## src/power_ctl_regs.svh

```systemverilog
`ifndef POWER_CTL_REGS_SVH
`define POWER_CTL_REGS_SVH

// ********************************
// Register map (byte addresses)
// ********************************
`define ADDR_LOW_BITS 8
`define STOP_LOW_ADDR 8'h00
`define MODE_CTRL_ADDR 8'h04
`define POWER_STAT_ADDR 8'h08

// ********************************
// Reset values
// ********************************
`define STOP_LOW_RESET 8'hFF
`define MODE_CTRL_RESET 1'h0

// ********************************
// Stop and mode register bit positions
// ********************************
`define STOP_HOST_BIT 0
`define STOP_TIMER_BIT 1
`define STOP_KEYBOARD_BIT 2
`define STOP_TWOWIRE_B_BIT 3
`define STOP_TWOWIRE_A_BIT 4
`define STOP_SERIAL_BIT 6
`define MODE_SSEL_BIT 0

// ********************************
// Peripheral unit indices
// ********************************
`define UNIT_COUNT 7
`define UNIT_HOST 0
`define UNIT_TIMER 1
`define UNIT_KEYBOARD 2
`define UNIT_TWOWIRE_B 3
`define UNIT_TWOWIRE_A 4
`define UNIT_SERIAL 5
`define UNIT_PWM 6

// Units that are reset, not retained, when halted
`define UNIT_RESET_TYPE 7'h60
`define UNIT_NONE 7'h00
`define UNIT_ALL 7'h7F

// ********************************
// Bus encodings
// ********************************
`define HSIZE_WORD 3'h2
`define HRESP_OKAY 1'h0

`endif

```

## src/power_ctl_pkg.sv

```systemverilog
`include "power_ctl_regs.svh"

package power_ctl_pkg;

   typedef enum logic [2:0] {
      ST_RESET = 3'b000,
      ST_EXEC = 3'b001,
      ST_SLEEP = 3'b010,
      ST_SW_STANDBY = 3'b011,
      ST_HW_STANDBY = 3'b100
   } power_state_type;

   typedef enum logic [1:0] {
      SEL_NONE = 2'b00,
      SEL_STOP = 2'b01,
      SEL_MODE = 2'b10,
      SEL_STAT = 2'b11
   } reg_sel_type;

   typedef struct packed {
      logic [`UNIT_COUNT-1:0] clk_en;
      logic [`UNIT_COUNT-1:0] rst;
   } periph_ctrl_type;

endpackage

```

## src/periph_gate.sv

```systemverilog
`include "power_ctl_regs.svh"

module periph_gate
   import power_ctl_pkg::*;
(
   input power_state_type state,
   input wire logic [`UNIT_COUNT-1:0] stop_units,
   output periph_ctrl_type ctrl
);

   // ********************************
   // Per-unit clock gate and reset
   // ********************************
   always_comb begin
      case (state)
         ST_EXEC, ST_SLEEP: begin
            // Unstopped units keep running
            ctrl.clk_en = ~stop_units;
            // Retained units just lose clock
            ctrl.rst = stop_units & `UNIT_RESET_TYPE;
         end
         ST_SW_STANDBY: begin
            ctrl.clk_en = `UNIT_NONE;
            // Only serial and pwm lose state
            ctrl.rst = `UNIT_RESET_TYPE;
         end
         default: begin
            // Reset and hardware standby clear all
            ctrl.clk_en = `UNIT_NONE;
            ctrl.rst = `UNIT_ALL;
         end
      endcase
   end

endmodule

```

## src/power_mode_ctrl.sv

```systemverilog
`include "power_ctl_regs.svh"

// How it works
// - writing 1 to a stop bit stops its peripheral; 0 lets it run
// - bit6 serial, bits4/3 two-wire ports, bit1 timer pair
// - bit2 stops keyboard controller, its mask registers and pull-ups
// - bit0 stops host port and its wake-up mask register
// - sleep request moves executing state into a halted state
// - accepted interrupt returns sleep or software standby to executing
// - standby pin low forces hardware standby from every state
// - reset pin low enters reset from every state unless standby pin is low
// - retained halt keeps registers, suspends, resumes when clocked
// - reset halt initialises registers and state machine
// - in executing and sleep only units with stop bit set halt; others keep running
// - software standby retains all units except serial and pwm
module power_mode_ctrl
   import power_ctl_pkg::*;
(
   input wire logic clk,
   input wire logic reset,
   input wire logic hsel,
   input wire logic [31:0] haddr,
   input wire logic [1:0] htrans,
   input wire logic hwrite,
   input wire logic [2:0] hsize,
   input wire logic [31:0] hwdata,
   input wire logic hready,
   output logic hreadyout,
   output logic hresp,
   output logic [31:0] hrdata,
   input wire logic chip_reset_n,
   input wire logic hw_standby_n,
   input wire logic sleep_req,
   input wire logic irq_accept,
   output power_state_type power_state,
   output logic cpu_halt,
   output periph_ctrl_type periph_ctrl
);

   // ********************************
   // Helpers
   // ********************************
   function automatic reg_sel_type decode(input logic [31:0] addr);
      case (addr[`ADDR_LOW_BITS-1:0])
         `STOP_LOW_ADDR: decode = SEL_STOP;
         `MODE_CTRL_ADDR: decode = SEL_MODE;
         `POWER_STAT_ADDR: decode = SEL_STAT;
         default: decode = SEL_NONE;
      endcase
   endfunction

   function automatic logic [`UNIT_COUNT-1:0] stop_map(
      input logic [7:0] r);
      logic [`UNIT_COUNT-1:0] u;
      u = `UNIT_NONE;
      u[`UNIT_HOST] = r[`STOP_HOST_BIT];
      u[`UNIT_TIMER] = r[`STOP_TIMER_BIT];
      u[`UNIT_KEYBOARD] = r[`STOP_KEYBOARD_BIT];
      u[`UNIT_TWOWIRE_B] = r[`STOP_TWOWIRE_B_BIT];
      u[`UNIT_TWOWIRE_A] = r[`STOP_TWOWIRE_A_BIT];
      u[`UNIT_SERIAL] = r[`STOP_SERIAL_BIT];
      // Pwm stop bit lives in the high register, not here
      u[`UNIT_PWM] = 1'b0;
      return u;
   endfunction

   // ********************************
   // Pin synchronisers
   // ********************************
   logic res_meta_q;
   logic res_sync_q;
   logic hw_standby_n_meta_q;
   logic hw_standby_n_sync_q;

   always_ff @(posedge clk or posedge reset) begin
      if (reset) begin
         res_meta_q <= 1'b0;
         res_sync_q <= 1'b0;
      end else begin
         res_meta_q <= chip_reset_n;
         res_sync_q <= res_meta_q;
      end
   end

   always_ff @(posedge clk or posedge reset) begin
      if (reset) begin
         hw_standby_n_meta_q <= 1'b1;
         hw_standby_n_sync_q <= 1'b1;
      end else begin
         hw_standby_n_meta_q <= hw_standby_n;
         hw_standby_n_sync_q <= hw_standby_n_meta_q;
      end
   end

   // ********************************
   // Bus slave
   // ********************************
   logic [7:0] stop_q;
   logic ssel_q;
   logic wr_pend_q;
   reg_sel_type wr_sel_q;
   logic [31:0] rdata_q;
   power_state_type state_q;
   power_state_type state_d;
   logic take;
   reg_sel_type sel;
   logic in_rst;
   logic wr_stop;
   logic wr_mode;
   logic [7:0] stop_view;
   logic mode_view;

   // Word accesses only; other sizes complete but do nothing
   assign take = hsel && htrans[1] && hready && hsize == `HSIZE_WORD;
   assign sel = haddr[1:0] == 2'b00 ? decode(haddr) : SEL_NONE;
   // Every access finishes with no wait state
   assign hreadyout = 1'b1;
   assign hresp = `HRESP_OKAY;
   assign hrdata = rdata_q;

   // Reset state and hardware standby clear the registers too
   assign in_rst = state_q == ST_RESET || state_q == ST_HW_STANDBY;
   assign wr_stop = wr_pend_q && wr_sel_q == SEL_STOP && !in_rst;
   assign wr_mode = wr_pend_q && wr_sel_q == SEL_MODE && !in_rst;

   // A read sees a write that lands at the same edge
   assign stop_view = in_rst ? `STOP_LOW_RESET
      : wr_stop ? hwdata[7:0] : stop_q;
   assign mode_view = in_rst ? `MODE_CTRL_RESET
      : wr_mode ? hwdata[`MODE_SSEL_BIT] : ssel_q;

   always_ff @(posedge clk or posedge reset) begin
      if (reset) begin
         wr_pend_q <= 1'b0;
         wr_sel_q <= SEL_NONE;
      end else if (hready) begin
         wr_pend_q <= take && hwrite;
         wr_sel_q <= sel;
      end
   end

   // Read data is fetched in the address phase; back to back is safe
   always_ff @(posedge clk or posedge reset) begin
      if (reset) begin
         rdata_q <= 32'h0000_0000;
      end else if (take && !hwrite) begin
         case (sel)
            SEL_STOP: rdata_q <= {24'h00_0000, stop_view};
            SEL_MODE: rdata_q <= {31'h0000_0000, mode_view};
            SEL_STAT: rdata_q <= {29'h0000_0000, state_q};
            default: rdata_q <= 32'h0000_0000;
         endcase
      end
   end

   // All bits writable; keeping 7 and 5 set is up to software
   always_ff @(posedge clk or posedge reset) begin
      if (reset) begin
         stop_q <= `STOP_LOW_RESET;
      end else if (in_rst) begin
         stop_q <= `STOP_LOW_RESET;
      end else if (wr_stop) begin
         stop_q <= hwdata[7:0];
      end
   end

   always_ff @(posedge clk or posedge reset) begin
      if (reset) begin
         ssel_q <= `MODE_CTRL_RESET;
      end else if (in_rst) begin
         ssel_q <= `MODE_CTRL_RESET;
      end else if (wr_mode) begin
         ssel_q <= hwdata[`MODE_SSEL_BIT];
      end
   end

   // ********************************
   // Power state machine
   // ********************************
   always_comb begin
      state_d = state_q;
      if (!hw_standby_n_sync_q) begin
         state_d = ST_HW_STANDBY;
      end else if (!res_sync_q) begin
         state_d = ST_RESET;
      end else begin
         case (state_q)
            ST_RESET: state_d = ST_EXEC;
            ST_EXEC: begin
               if (sleep_req) begin
                  state_d = ssel_q ? ST_SW_STANDBY : ST_SLEEP;
               end
            end
            ST_SLEEP, ST_SW_STANDBY: begin
               if (irq_accept) begin
                  state_d = ST_EXEC;
               end
            end
            // Leaving hardware standby always passes through reset
            ST_HW_STANDBY: state_d = ST_RESET;
            default: state_d = ST_RESET;
         endcase
      end
   end

   always_ff @(posedge clk or posedge reset) begin
      if (reset) begin
         state_q <= ST_RESET;
      end else begin
         state_q <= state_d;
      end
   end

   assign power_state = state_q;
   assign cpu_halt = state_q != ST_EXEC;

   // ********************************
   // Peripheral gating
   // ********************************
   periph_ctrl_type gate_d;
   periph_ctrl_type gate_q;

   periph_gate u_gate (
      .state(state_q),
      .stop_units(stop_map(stop_q)),
      .ctrl(gate_d)
   );

   // Registered so gate and reset lines are glitch free
   always_ff @(posedge clk or posedge reset) begin
      if (reset) begin
         gate_q.clk_en <= `UNIT_NONE;
         gate_q.rst <= `UNIT_ALL;
      end else begin
         gate_q <= gate_d;
      end
   end

   assign periph_ctrl = gate_q;

   logic run;
   assign run = hw_standby_n_sync_q && res_sync_q;
endmodule

```

## config.mk

```make
export PLATFORM = sky130hd
export DESIGN_NAME = power_mode_ctrl
export DESIGN_NICKNAME = d
export VERILOG_FILES = /design/src/power_ctl_pkg.sv /design/src/periph_gate.sv /design/src/power_mode_ctrl.sv
export VERILOG_INCLUDE_DIRS = /design/src
export SDC_FILE = /design/constraint.sdc
export NUM_CORES = 1
export LEC_CHECK = 0
export ABC_AREA = 1
export BUFFER_PORTS_ARGS = -buffer_cell sky130_fd_sc_hd__buf_2
export CORE_MARGIN = 2
export CORE_UTILIZATION = 43
export DETAILED_ROUTE_END_ITERATION = 7
export PLACE_DENSITY = 0.85
export RECOVER_POWER = 25
export SYNTH_ARGS = -nofsm -noshare
export SYNTH_HDL_FRONTEND = slang
export SYNTH_SLANG_ARGS = --single-unit
```

## constraint.sdc

```tcl
create_clock -name clk -period 3.04 [get_ports clk]
set_input_delay 0.304 -clock clk [delete_from_list [all_inputs] [get_ports clk]]
set_output_delay 0.304 -clock clk [all_outputs]
set_load 0.01 [all_outputs]
```

==> reports/metrics.cfg <==
[status]
status = finished with violations
violations = max-capacitance violations, max-slew violations

[cts]
root_buffer = clkbuf_8
cts_buffer_depth = 2
clk_latency_ps = 290
numCtsBuffers = 5
cts_max_level = 2
ctsResizeCount = 0
postCtsSetupRepairBufs = 0
cts.sinks = 37
path_clk_slew_ps = 60
cts_tree = built
hold_buffers = 0

[detailed_routing]
dr_total_vias = 1327
totalWireLength_um = 3121
drc = 0
drtIter0Drc = 76
drt_pass1_iterations = 4
detail_route.vias_per_cell = 4.576
ant_nets = 0
wl_per_cell_um = 10.76

[power_and_ir_drop]
p_leak_uw = 0.001026
vdd_drop_max_mv = 0.1610
power.density_nw_per_um2 = 461.0

[floorplan]
die-area_um2 = 4566
start_util_pct = 44.08
core_area_um2 = 3943
row_count = 23
ios = 130
die_h_um = 67.58
die_w_um = 67.58

[run]
maxCapViolations = 1

[grt]
grtUsageMet2_pct = 25.61
grt_util_all_layers_pct = 15.09
grt_pass1_wl_um = 5009
grt_max_degree = 38
grt_pass1_vias = 1194
grt_overflow = 0
met3_usage_pct = 4.500
antenna_found_initial = 0
grt-busiest-layer = met2
grt_util_met1_pct = 17.22

[yosys]
synthDominantCellAreaShare_pct = 34.56
avgSynthCellArea_um2 = 9.394
ys_seq_area_share_pct = 54.21
synth_cell_types = 26
ys_warn_count = 0
synth_largest_area_cell = dfrtp_1
postSynthCellCount = 185
syn-cell-area_um2 = 1738
synth_seq_cells = 37
synthTopCellsByArea = dfrtp_1 (35%), dfstp_2 (20%), buf_4 (13%), nand2_1 (9.7%), nor2_1 (3.2%)

[placement]
place.gp.congestion = 0.8136
dp_hpwl_um = 2389
pre_cts_ws_ps = 1422
io_buffers = 54

[layout]
utilization_pct = 51.09
layout.nets = 318
drive_above_1_share_pct = 35.00
areaGrowthSynthToFinish_pct = 15.91
n_fill_cell = 377
final_cell_mix = buf_2 (54), nand2_1 (45), conb_1 (26), dfrtp_1 (24), nor2_1 (15)
final_common_cell = buf_2
diodes = 0

[sta]
fin_skew_ps = 4.074
timing.fmax_ghz = 0.5670
grt_setup_unrepaired = false
whs_ps = 113.4
hold_viol = 0
worst_pin_slew_ps = 1881
tns_ps = 0
fin_crit_ps = 1764
slew_headroom_pct = -25.41
layout_setup_ws_ps = 1276
setup_viol = 0
slew_violations = 38
fin_crit_sh_pct = 58.02

[setup_path]
critPathKind = input pin to async pin
crit_arrival_ps = 1800
cp-end-kind = async pin
crit_path_max_fanout = 37
start_kind = input pin
cp.required_ps = 3070

[worst_hold_path]
hold_path.class = input pin to register

## final timing paths
| kind | start | endpoint | slack (ps) | depth (start not counted) |
|---|---|---|---|---|
| max | reset | periph_ctrl[7]$_DFF_PP0_ | 1280 | 3 |
| min | hw_standby_n | hw_standby_n_meta_q$_DFF_PP1_ | 110 | 1 |
| max reg2reg | power_state[0]$_DFFE_PP0P_ | hrdata[0]$_DFFE_PP0P_ | 1440 | 8 |
| min reg2reg | hw_standby_n_meta_q$_DFF_PP1_ | hw_standby_n_sync_q$_DFF_PP1_ | 360 | 0 |
| max in group clk | power_state[0]$_DFFE_PP0P_ | hrdata[0]$_DFFE_PP0P_ | 1440 | 8 |
| min in group asynchronous | reset | periph_ctrl[9]$_DFF_PP0_ | 680 | 3 |
## power by group
part / switching, uW / internal (uW)
combinational: 51.3 / 27.6
clock: 156 / 180
sequential: 7.86 / 506
total: 216 / 713
## worst max-delay path, cell delays in order
cell and delay (ps):
buf_2 90, inv_1 40, clkbuf_1 1340
## layout make-up
class                           instances  area [um2]  area share, %
Inverter                               14       52.55          2.609
Sequential cell                        37       942.2          46.77
Clock buffer                            7       86.33          4.286
Tap cell                               50       62.56          3.106
Multi-Input combinational cell        127       596.8          29.63
Timing Repair Buffer                   55       274.0          13.60
## cell families after synthesis
logic type | synth area share, %
other | 0.4321
AO/OA/AOI/OAI | 7.271
flip-flops | 54.21
AND/OR/NAND/NOR | 21.45
buffers and inverters | 16.63
## state kept, by name, summed over array words and instances (netlist names)
name / flops
wr_sel_q: 2
power_state: 3
stop_q: 8
res_sync_q: 1
ssel_q: 1
periph_ctrl: 10
hw_standby_n_sync_q: 1
res_meta_q: 1
wr_pend_q: 1
hw_standby_n_meta_q: 1
hrdata: 8
## per-stage QoR
stage / cell area [um2] / std cells / total power (uW)
after floorplan: 1828 / 209 / 593.5
after global placement: 1932 / 283 / 600.4
after detailed placement: 1932 / 283 / 602.4
after CTS: 2018 / 290 / 942.9
after global routing: 2014 / 290 / 967.5
final: 2014 / 290 / 928.7
## layer usage
metal / routed length [um] / up-vias
met5: 0 / -
met1: 1257 / 617
met4: 59 / 0
li1: - / 642
met2: 1581 / 61
met3: 222 / 7
## cells in the mapped netlist
cell	count
dfrtp_1	24
nand2_1	45
nand3_1	8
nand3_4	1
nor2_8	1
and2_1	1
o21ai_0	7
dfstp_2	13
nand4_1	1
nor3_1	1
or2_2	1
inv_1	12
nor2_1	15
a2bb2oi_1	2
nor3_2	1
a32o_1	1
nor2_2	1
nor2_4	1
conb_1	2
a21oi_1	11
nand3_2	1
buf_4	30
a21oi_2	1
inv_2	2
buf_6	1
or2_4	1
Power figures use the tool's default switching activity.
